[config.mk]
export PLATFORM = sky130hd
export DESIGN_NAME = display_module_host_port
export DESIGN_NICKNAME = d
export VERILOG_FILES = /design/src/hw/host_port_pkg.sv /design/src/hw/display_module_host_port.sv
export SDC_FILE = /design/constraint.sdc
export NUM_CORES = 1
export LEC_CHECK = 0
export BUFFER_PORTS_ARGS = -buffer_cell sky130_fd_sc_hd__buf_2
export CAP_MARGIN = 25
export CORE_MARGIN = 4
export CORE_UTILIZATION = 51
export CTS_BUF_LIST = sky130_fd_sc_hd__clkbuf_16
export DETAILED_ROUTE_END_ITERATION = 7
export PLACE_DENSITY = 0.85
export SYNTH_ARGS = -nofsm -noshare
export SYNTH_HDL_FRONTEND = slang
export SYNTH_SLANG_ARGS = --single-unit
[constraint.sdc]
create_clock -name clock -period 2.3 [get_ports clock]
set_clock_uncertainty 0.15 [all_clocks]
set_input_delay 0 -clock clock [delete_from_list [all_inputs] [get_ports clock]]
set_output_delay 0 -clock clock [all_outputs]
set_load 0.01 [all_outputs]
[src/hw/host_port_pkg.sv]
// Constants and types for the display module host port
package host_port_pkg;
  localparam int unsigned DATA_W = 8;
  localparam int unsigned SER_BITS = 8;
  localparam logic [7:0] DATA_RESET = 8'h00;
  localparam logic [2:0] BIT_COUNT_RESET = 3'h0;
  localparam int unsigned SER_DATA_POS = 1;
  localparam int unsigned SER_CLK_POS = 0;

  typedef enum logic [2:0] {
    MODE_SERIAL = 3'b001,
    MODE_P68 = 3'b010,
    MODE_P80 = 3'b100
  } bus_mode_t;

  typedef enum logic [2:0] {
    ST_IDLE = 3'b001,
    ST_WRITE = 3'b010,
    ST_READ = 3'b100
  } xfer_state_t;
endpackage

[src/hw/display_module_host_port.sv]
// Host bus port: parallel 68XX/80XX and serial byte receiver
module display_module_host_port (
  input  wire logic        clock,
  input  wire logic        rst,
  input  wire logic        reset_n,
  input  wire logic        bus_mode_strap_a,
  input  wire logic        bus_mode_strap_b,
  input  wire logic        select_n,
  input  wire logic        read_strobe,
  input  wire logic        write_strobe,
  input  wire logic        data_command_select,
  input  wire logic [7:0]  host_data_bus_in,
  output logic      [7:0]  host_data_bus_out,
  output logic      [7:0]  host_data_bus_oe,
  input  wire logic [7:0]  read_data,
  output logic             read_take,
  output logic      [7:0]  rx_byte,
  output logic             rx_data_valid,
  output logic             rx_command_valid,
  output logic             init_active
);
  host_port_pkg::bus_mode_t   mode_reg, mode_next;
  logic                       mode_loaded_reg, mode_loaded_next;
  host_port_pkg::xfer_state_t state_reg, state_next;
  logic [7:0]                 shift_reg, shift_next;
  logic [2:0]                 count_reg, count_next;
  logic                       sclk_prev_reg, sclk_prev_next;
  logic [7:0]                 out_reg, out_next;
  logic [7:0]                 oe_reg, oe_next;
  logic                       take_reg, take_next;
  logic [7:0]                 byte_reg, byte_next;
  logic                       dval_reg, dval_next;
  logic                       cval_reg, cval_next;
  logic                       init_reg, init_next;
  logic                       in_reset;
  logic                       p_active;
  logic                       p_read;
  logic                       sclk;
  logic                       sclk_rise;
  logic                       serial_on;
  logic                       parallel_on;
  logic [7:0]                 hold_reg, hold_next;
  logic [7:0]                 ser_byte;
  logic                       ser_done;
  logic                       par_wr_done;
  logic                       par_rd_start;
  logic                       par_rd_end;

  function automatic host_port_pkg::bus_mode_t decode_mode(input logic a, input logic b);
    // Straps: a high with b low selects 68XX, b high selects 80XX, both low serial
    if (a && !b) begin
      decode_mode = host_port_pkg::MODE_P68;
    end else if (b) begin
      decode_mode = host_port_pkg::MODE_P80;
    end else begin
      decode_mode = host_port_pkg::MODE_SERIAL;
    end
  endfunction

  assign in_reset = rst || !reset_n;
  assign sclk = host_data_bus_in[host_port_pkg::SER_CLK_POS];

  always_comb begin
    p_active = 1'b0;
    p_read = 1'b0;
    if (mode_reg == host_port_pkg::MODE_P68) begin
      p_active = read_strobe && !select_n;
      p_read = write_strobe;
    end else if (mode_reg == host_port_pkg::MODE_P80) begin
      p_active = (!read_strobe || !write_strobe) && !select_n;
      p_read = !read_strobe;
    end
  end

  assign sclk_rise = sclk && !sclk_prev_reg;
  assign serial_on = mode_loaded_reg && (mode_reg == host_port_pkg::MODE_SERIAL);
  assign parallel_on = mode_loaded_reg && (mode_reg != host_port_pkg::MODE_SERIAL);

  // Mode group
  always_comb begin
    mode_next = mode_reg;
    mode_loaded_next = mode_loaded_reg;
    // Straps are caught once after reset release, never at run time
    if (!mode_loaded_reg) begin
      mode_next = decode_mode(bus_mode_strap_a, bus_mode_strap_b);
      mode_loaded_next = 1'b1;
    end
  end

  always_ff @(posedge clock) begin
    if (in_reset) begin
      mode_reg <= host_port_pkg::MODE_SERIAL;
      mode_loaded_reg <= 1'b0;
    end else begin
      mode_reg <= mode_next;
      mode_loaded_reg <= mode_loaded_next;
    end
  end

  // Serial receiver group
  always_comb begin
    shift_next = shift_reg;
    count_next = count_reg;
    sclk_prev_next = sclk;
    ser_done = 1'b0;
    ser_byte = {shift_reg[6:0], host_data_bus_in[host_port_pkg::SER_DATA_POS]};
    if (serial_on) begin
      if (select_n) begin
        // Partial byte is dropped when the host deselects
        count_next = host_port_pkg::BIT_COUNT_RESET;
      end else if (sclk_rise) begin
        // MSB first on each serial clock rising edge
        shift_next = ser_byte;
        count_next = count_reg + 3'h1;
        if (count_reg == 3'(host_port_pkg::SER_BITS - 1)) begin
          ser_done = 1'b1;
        end
      end
    end
  end

  always_ff @(posedge clock) begin
    if (in_reset) begin
      shift_reg <= host_port_pkg::DATA_RESET;
      count_reg <= host_port_pkg::BIT_COUNT_RESET;
      sclk_prev_reg <= 1'b0;
    end else begin
      shift_reg <= shift_next;
      count_reg <= count_next;
      sclk_prev_reg <= sclk_prev_next;
    end
  end

  // Parallel transfer group
  always_comb begin
    state_next = state_reg;
    hold_next = hold_reg;
    par_wr_done = 1'b0;
    par_rd_start = 1'b0;
    par_rd_end = 1'b0;
    if (parallel_on) begin
      case (state_reg)
        host_port_pkg::ST_IDLE: begin
          if (p_active && p_read) begin
            state_next = host_port_pkg::ST_READ;
            par_rd_start = 1'b1;
          end else if (p_active) begin
            state_next = host_port_pkg::ST_WRITE;
            hold_next = host_data_bus_in;
          end
        end
        host_port_pkg::ST_WRITE: begin
          if (p_active) begin
            // Bus is resampled while active; last active sample wins
            hold_next = host_data_bus_in;
          end else begin
            state_next = host_port_pkg::ST_IDLE;
            par_wr_done = 1'b1;
          end
        end
        host_port_pkg::ST_READ: begin
          if (!p_active) begin
            state_next = host_port_pkg::ST_IDLE;
            par_rd_end = 1'b1;
          end
        end
        default: begin
          state_next = host_port_pkg::ST_IDLE;
        end
      endcase
    end
  end

  always_ff @(posedge clock) begin
    if (in_reset) begin
      state_reg <= host_port_pkg::ST_IDLE;
      hold_reg <= host_port_pkg::DATA_RESET;
    end else begin
      state_reg <= state_next;
      hold_reg <= hold_next;
    end
  end

  // Output group
  always_comb begin
    out_next = out_reg;
    oe_next = oe_reg;
    take_next = 1'b0;
    byte_next = byte_reg;
    dval_next = 1'b0;
    cval_next = 1'b0;
    init_next = 1'b0;
    if (par_rd_start) begin
      out_next = read_data;
      oe_next = 8'hff;
      take_next = 1'b1;
    end else if (!parallel_on || par_rd_end || state_reg != host_port_pkg::ST_READ) begin
      oe_next = 8'h00;
    end
    // Byte held aside so rx_byte only moves together with its pulse
    if (ser_done) begin
      byte_next = ser_byte;
      dval_next = data_command_select;
      cval_next = !data_command_select;
    end else if (par_wr_done) begin
      byte_next = hold_reg;
      dval_next = data_command_select;
      cval_next = !data_command_select;
    end
  end

  always_ff @(posedge clock) begin
    if (in_reset) begin
      out_reg <= host_port_pkg::DATA_RESET;
      oe_reg <= 8'h00;
      take_reg <= 1'b0;
      byte_reg <= host_port_pkg::DATA_RESET;
      dval_reg <= 1'b0;
      cval_reg <= 1'b0;
      init_reg <= 1'b1;
    end else begin
      out_reg <= out_next;
      oe_reg <= oe_next;
      take_reg <= take_next;
      byte_reg <= byte_next;
      dval_reg <= dval_next;
      cval_reg <= cval_next;
      init_reg <= init_next;
    end
  end

  assign host_data_bus_out = out_reg;
  assign host_data_bus_oe = oe_reg;
  assign read_take = take_reg;
  assign rx_byte = byte_reg;
  assign rx_data_valid = dval_reg;
  assign rx_command_valid = cval_reg;
  assign init_active = init_reg;
endmodule

==> results.md, run 1 <==
- Status: finished, final reports clean
- VDD IR max: 0.000533 V
- Tot Pwr: 1.61 mW
- Grt met1 use: 22.4%
- Worst Hold End: init_active
- Die area: 0.00495 mm²
- Register area share after synthesis: 47.4%
- Mapped Cells: 208
- Minimum clock period after layout: 2010 ps
- Max Buffers Root-to-Sink: 2
- IO Port Bufs: 52
- TNS Setup: 0 ps
- Vias in the first global route: 1608
- GR Util met2: 31.3%
- Global placement routability congestion: 0.800
- Worst setup EP type: register
- Final worst-path setup slack: 285 ps
- All-Layer GR Usage: 19.0%
- Root buffer cell: clkbuf_16
- Pre-CTS setup slack: 293 ps
- Wirelength, routed: 4450 µm
- Worst hold path class: in -> reg
- Mux cell area share after synthesis: 12.6%
- Max Freq: 496 MHz
- Largest family of logic cells by synthesized area: simple AND/OR/NAND/NOR gates
- Fraction of layout cells with a size suffix above 1: 25.5%
- DRT iter0 DRCs: 65
- DR WL/cell: 13.8 µm
- Simple-Gate Fraction of Synth Area: 18.2%
- Starting Density: 53.4%
- Global-route wire length before repair: 7490 µm
- DRC violations left: 0
- Register bit total from synthesis: 47
- Crit path launch type: register
- Reg2Reg Launch Point: mode_reg[0]
- Syn_nets: 235
- Multi-input logic area: 916 µm²
- CTS sink cnt: 47
- Post-cts resize count: 0
- Maxcap violations: 0
- Leak: 1.16 nW
- Adder-Cell Fraction of Synth Area: 1.26%
- Fillers: 300
- Top FF cell, synth: dfxtp_1
- Synth warn: 0
- RSZ-0062 raised after global routing: no
- Rel. slew slack: 62.6%
- Register Area: 941 µm²
- Pwr dens: 629 mW/mm²
- Site Rows: 22
- Num CTS Buffers: 5
- Met3 GRT Util: 6.62%
- Synth Area in Compound Gates: 14.1%
- Crit path kind: reg -> reg
- GRT Max-Usage Layer: met2
- Post-DP HPWL: 2880 µm
- TritonCTS clock tree: done
- Core area: 0.00372 mm²
- Die height: 70.4 µm
- Xor-xnor portion of the synthesized cell area: 0%
- Vias per cell: 5.18
- Worst EP required: 2360 ps
- P&R area growth vs syn: 28.8%
- Reg2reg path depth: 5
- Util after Layout: 68.8%
- Final critical-path share of the clock period: 87.6%
- Fin. max-slew vios: 0
- Hold Violations, Final: 0
- Ys async rst share: 0%
- Syn_area_per_cell: 9.54 µm²
- Worst Tran Pin Value: 560 ps
- Grt total ovfl: 0
- Maximum number of pins on one net before global-route repair: 27
- Ports: 53
- Top fanout value on the critical path: 9
- Setup slack, reg-to-reg: 290 ps
- Hold_sp: reset_n
- Number of synthesized flops with an enable pin: 0
- Mapped Area: 0.00198 mm²
- Vias: 1672
- Hold Crit Depth: 3
- Unique masters post-synth: 37
- Reg-to-reg endpoint: rx_byte[6]
- Worst-Skew Late Latency: 280 ps
- ANT nets after route: 0
- H-tree levels: 2
- Die X: 70.4 µm
- Initial antenna violation count: 0
- WP data arrival: 2080 ps
- Finish-stage setup viols: 0
- Reg clk slew, reported paths: 60 ps
- First drt pass iteration count: 4
- ANT cells: 0
- Nets: 301
through the flow:
step                instance area [µm²]  hold WS, ps  cells
CTS                                2560         16.0    323
global placement                   2230         27.0    296
global route                       2560         40.6    323
finish                             2560         18.4    323
detailed placement                 2230         32.8    296
floorplan                          1980        -71.5    208
placed cells by master, fill, tap and decap left out, types with 6 or more instances in the layout:
master         instances
a21oi_1               11
nand3_1                7
o21ai_0               18
buf_2                 52
mux2i_1               25
dfxtp_1               47
nor2_1                26
dlygate4sd3_1         19
buf_4                  6
nand2_1               17
how the worst max path moves through the flow:
stage,start,end,slack [ps],cells past startpoint
floorplan,mode_reg[2],rx_byte[0],740,6
CTS,mode_reg[0],rx_byte[6],290,5
global route,mode_reg[0],rx_byte[6],120,5
detailed placement,mode_reg[0],rx_byte[6],290,5
finish,mode_reg[0],rx_byte[6],290,5
global placement,mode_reg[0],rx_byte[6],440,5
report_power, final:
group | switching (mW) | total, mW | leakage (nW) | internal, mW
clock | 0.286 | 0.681 | 0.0649 | 0.395
combinational | 0.0479 | 0.102 | 0.712 | 0.0538
sequential | 0.00622 | 0.825 | 0.380 | 0.819
cell type report:
class	instances	share of cell area [%]
Timing Repair Buffer	77	19.4
Tap cell	48	2.35
Multi-Input combinational cell	142	35.8
Clock buffer	5	4.89
Sequential cell	47	36.8
Clock inverter	3	0.587
Inverter	1	0.147
synthesized netlist by cell type, drive strengths merged, types with 2 or more instances:
cell / count / area [µm²]
nand4b: 2 / 17.5
and2: 2 / 12.5
nor2b: 3 / 18.8
o311ai: 2 / 25.0
a21oi: 12 / 63.8
nor3b: 2 / 20.0
nand3b: 2 / 15.0
and3b: 3 / 26.3
nor2: 26 / 97.6
nand2b: 5 / 31.3
dfxtp: 47 / 941
ha: 2 / 25.0
a211oi: 2 / 27.5
a22oi: 2 / 15.0
mux2i: 25 / 250
nand2: 17 / 63.8
o21ai: 19 / 98.9
clkbuf: 4 / 15.0
buf: 14 / 109
nand3: 8 / 45.0
layer usage:
layer  routed length [µm]  vias up
met4                   73        0
met3                  255        8
met5                    0        -
met2                 2190       42
met1                 1930      773
li1                     -      849
what timing repair did:
action,in CTS,in global routing
hold buffers,19,0
setup buffers,0,0
endpoints found under the setup margin,0,0
endpoints found under the hold margin,24,0
logic make-up (layout without fill, tap and decap cells):
kind of cell	Yosys count	after routing
DFF	47	47
and+or+nand+nor	72	72
adders and majority gates	2	2
muxes	25	25
AOI/OAI and AO/OA	43	43
buffers and inverters	19	86
critical path, stage by stage (launching register included):
cell and delay, ps:
dfxtp_1 390, nor3b_2 240, and2_1 190, and3b_1 460, nand2_1 300, a21oi_1 210
Note: power is estimated with default switching activity, not from simulation.
==> run 2, diff against run 1 <==
--- a/config.mk
+++ b/config.mk
@@ -5,13 +5,13 @@
 export SDC_FILE = /design/constraint.sdc
 export NUM_CORES = 1
 export LEC_CHECK = 0
-export BUFFER_PORTS_ARGS = -buffer_cell sky130_fd_sc_hd__buf_2
 export CAP_MARGIN = 25
 export CORE_MARGIN = 4
-export CORE_UTILIZATION = 51
+export CORE_UTILIZATION = 52
 export CTS_BUF_LIST = sky130_fd_sc_hd__clkbuf_16
 export DETAILED_ROUTE_END_ITERATION = 7
-export PLACE_DENSITY = 0.85
+export DONT_BUFFER_PORTS = 1
+export PLACE_DENSITY = 0.74
 export SYNTH_ARGS = -nofsm -noshare
 export SYNTH_HDL_FRONTEND = slang
 export SYNTH_SLANG_ARGS = --single-unit
==> constraint.sdc (replaced) <==
create_clock -name clock -period 2.31 [get_ports clock]
set_clock_uncertainty 0.15 [all_clocks]
set_input_delay 0 -clock clock [delete_from_list [all_inputs] [get_ports clock]]
set_output_delay 0 -clock clock [all_outputs]
set_load 0.01 [all_outputs]
==> results.md, run 2 (synthesized netlist as in run 1, its figures left out) <==
- Worst-Skew Late Latency: 290 ps
- Num CTS Buffers: 5
- Hold Worst Slack: 5.32 ps
- Critical path depth: 4
- Die X: 69.8 µm
- Starting Density: 54.2%
- Maximum number of pins on one net before global-route repair: 27
- Reg clk slew, reported paths: 70 ps
- Vias: 1544
- Minimum clock period after layout: 1950 ps
- Top delay family on crit path: simple AND/OR/NAND/NOR gates
- Post-DP HPWL: 2920 µm
- Hold Buf Count CTS: 22
- IO Port Bufs: 0
- Fillers: 302
- Hold Crit Depth: 2
- Leak: 0.923 nW
- First drt pass iteration count: 4
- Worst hold path class: in -> reg
- Fin. max-slew vios: 0
- DRC violations left: 0
- Vias in the first global route: 1525
- H-tree levels: 2
- Sw frac: 22.0%
- ANT cells: 0
- Slowest stage cell on the critical path: nand3b_1
- Clock Power Share: 44.2%
- Cell Chain, Critical Path: nand3b_1 > nand3b_1 > mux2i_1 > nor2_1
- Finish-stage setup viols: 0
- Dpl cells: 244
- Crit path launch: mode_loaded_reg
- Die height: 69.8 µm
- Ports: 53
- Fraction of layout cells with a size suffix above 1: 8.85%
- Site Rows: 22
- Reg-to-reg endpoint: host_data_bus_out[7]
- WP data arrival: 1970 ps
- Crit path buffers/inverters: 0
- Grt total ovfl: 0
- Rel. slew slack: 56.4%
- Most common cell after layout, fill and taps aside: dfxtp_1
- Sequential power share: 50.8%
- Crit-path most repeated cell: nand3b_1
- P&R area growth vs syn: 17.7%
- RSZ-0062 raised after global routing: no
- Design Area, Final: 0.00233 mm²
- Crit path kind: reg -> reg
- Worst EP required: 2330 ps
- Pwr dens: 693 mW/mm²
- Global-route wire length before repair: 7050 µm
- All-Layer GR Usage: 17.9%
- Initial antenna violation count: 0
- Maxcap violations: 0
- Global placement routability congestion: 0.780
- Vias per cell: 5.64
- DRT iter0 DRCs: 93
- Status: finished, final reports clean
- Max Freq: 514 MHz
- TritonCTS clock tree: done
- Cell internal pwr: 1.26 mW
- Setup bufs post-CTS: 0
- Worst Tran Pin Value: 652 ps
- Worst Hold End: rx_command_valid
- Die area: 0.00487 mm²
- Crit path launch type: register
- P_sw: 0.355 mW
- Core area: 0.00366 mm²
- Final critical-path share of the clock period: 84.3%
- DR WL/cell: 15.4 µm
- Comb power frac: 5.0%
- Util after Layout: 63.8%
- ANT nets after route: 0
- Top fanout value on the critical path: 11
- Reg2reg path depth: 4
- Post-cts resize count: 0
- Crit-path max cell delay: 580 ps
- Hold Violations, Final: 0
- TNS Setup: 0 ps
- Wirelength, routed: 4210 µm
- VDD IR max: 0.000492 V
- Layout Cells excl Fill: 274
- Root buffer cell: clkbuf_16
- CTS sink cnt: 47
- Nets: 252
- Most frequent cells in the layout: 47 x dfxtp_1, 26 x nor2_1, 25 x mux2i_1, 22 x dlygate4sd3_1, 18 x o21ai_0
- Worst setup EP type: register
- Post-place instance area: 0.00197 mm²
- Max Buffers Root-to-Sink: 2
- Hold_sp: select_n
- Setup slack, reg-to-reg: 360 ps
- Reg2Reg Launch Point: mode_loaded_reg
[run 2: worst max path at each step]
| stage | slack (ps) | end |
|---|---|---|
| detailed placement | 380 | host_data_bus_out[0] |
| global route | 160 | host_data_bus_out[0] |
| CTS | 380 | host_data_bus_out[7] |
| finish | 360 | host_data_bus_out[7] |
| floorplan | 750 | rx_byte[0] |
| global placement | 500 | shift_reg[0] |
[run 2: routing by layer]
metal / GRT usage, % / part of all wire (%)
met1: 19.7 / 41
met2: 31.1 / 50
met3: 6.81 / 7.5
met4: 6.60 / 2.0
met5: 0 / 0
[run 2: metrics by stage]
stage / setup WS, ps / total power [mW]
2_1_floorplan: 752 / 0.880
3_3_place_gp: 501 / 0.886
3_5_place_dp: 379 / 0.888
4_1_cts: 378 / 1.62
5_1_grt: 159 / 1.66
6_report: 363 / 1.62
[run 2: power groups by stage]
stage	clock (mW)	sequential (mW)	combinational (mW)
after floorplan	0	0.837	0.0425
after global placement	0	0.840	0.0467
after detailed placement	0	0.840	0.0482
after CTS	0.717	0.822	0.0803
after global routing	0.753	0.823	0.0891
final	0.715	0.822	0.0807
[run 2: cell type report]
| type | count | area [µm²] | share of cell area [%] |
|---|---|---|---|
| Clock buffer | 5 | 125 | 5.36 |
| Clock inverter | 3 | 23.8 | 1.02 |
| Timing Repair Buffer | 28 | 265 | 11.4 |
| Tap cell | 48 | 60.1 | 2.57 |
| Sequential cell | 47 | 941 | 40.3 |
| Inverter | 1 | 3.75 | 0.161 |
| Multi-Input combinational cell | 142 | 916 | 39.2 |
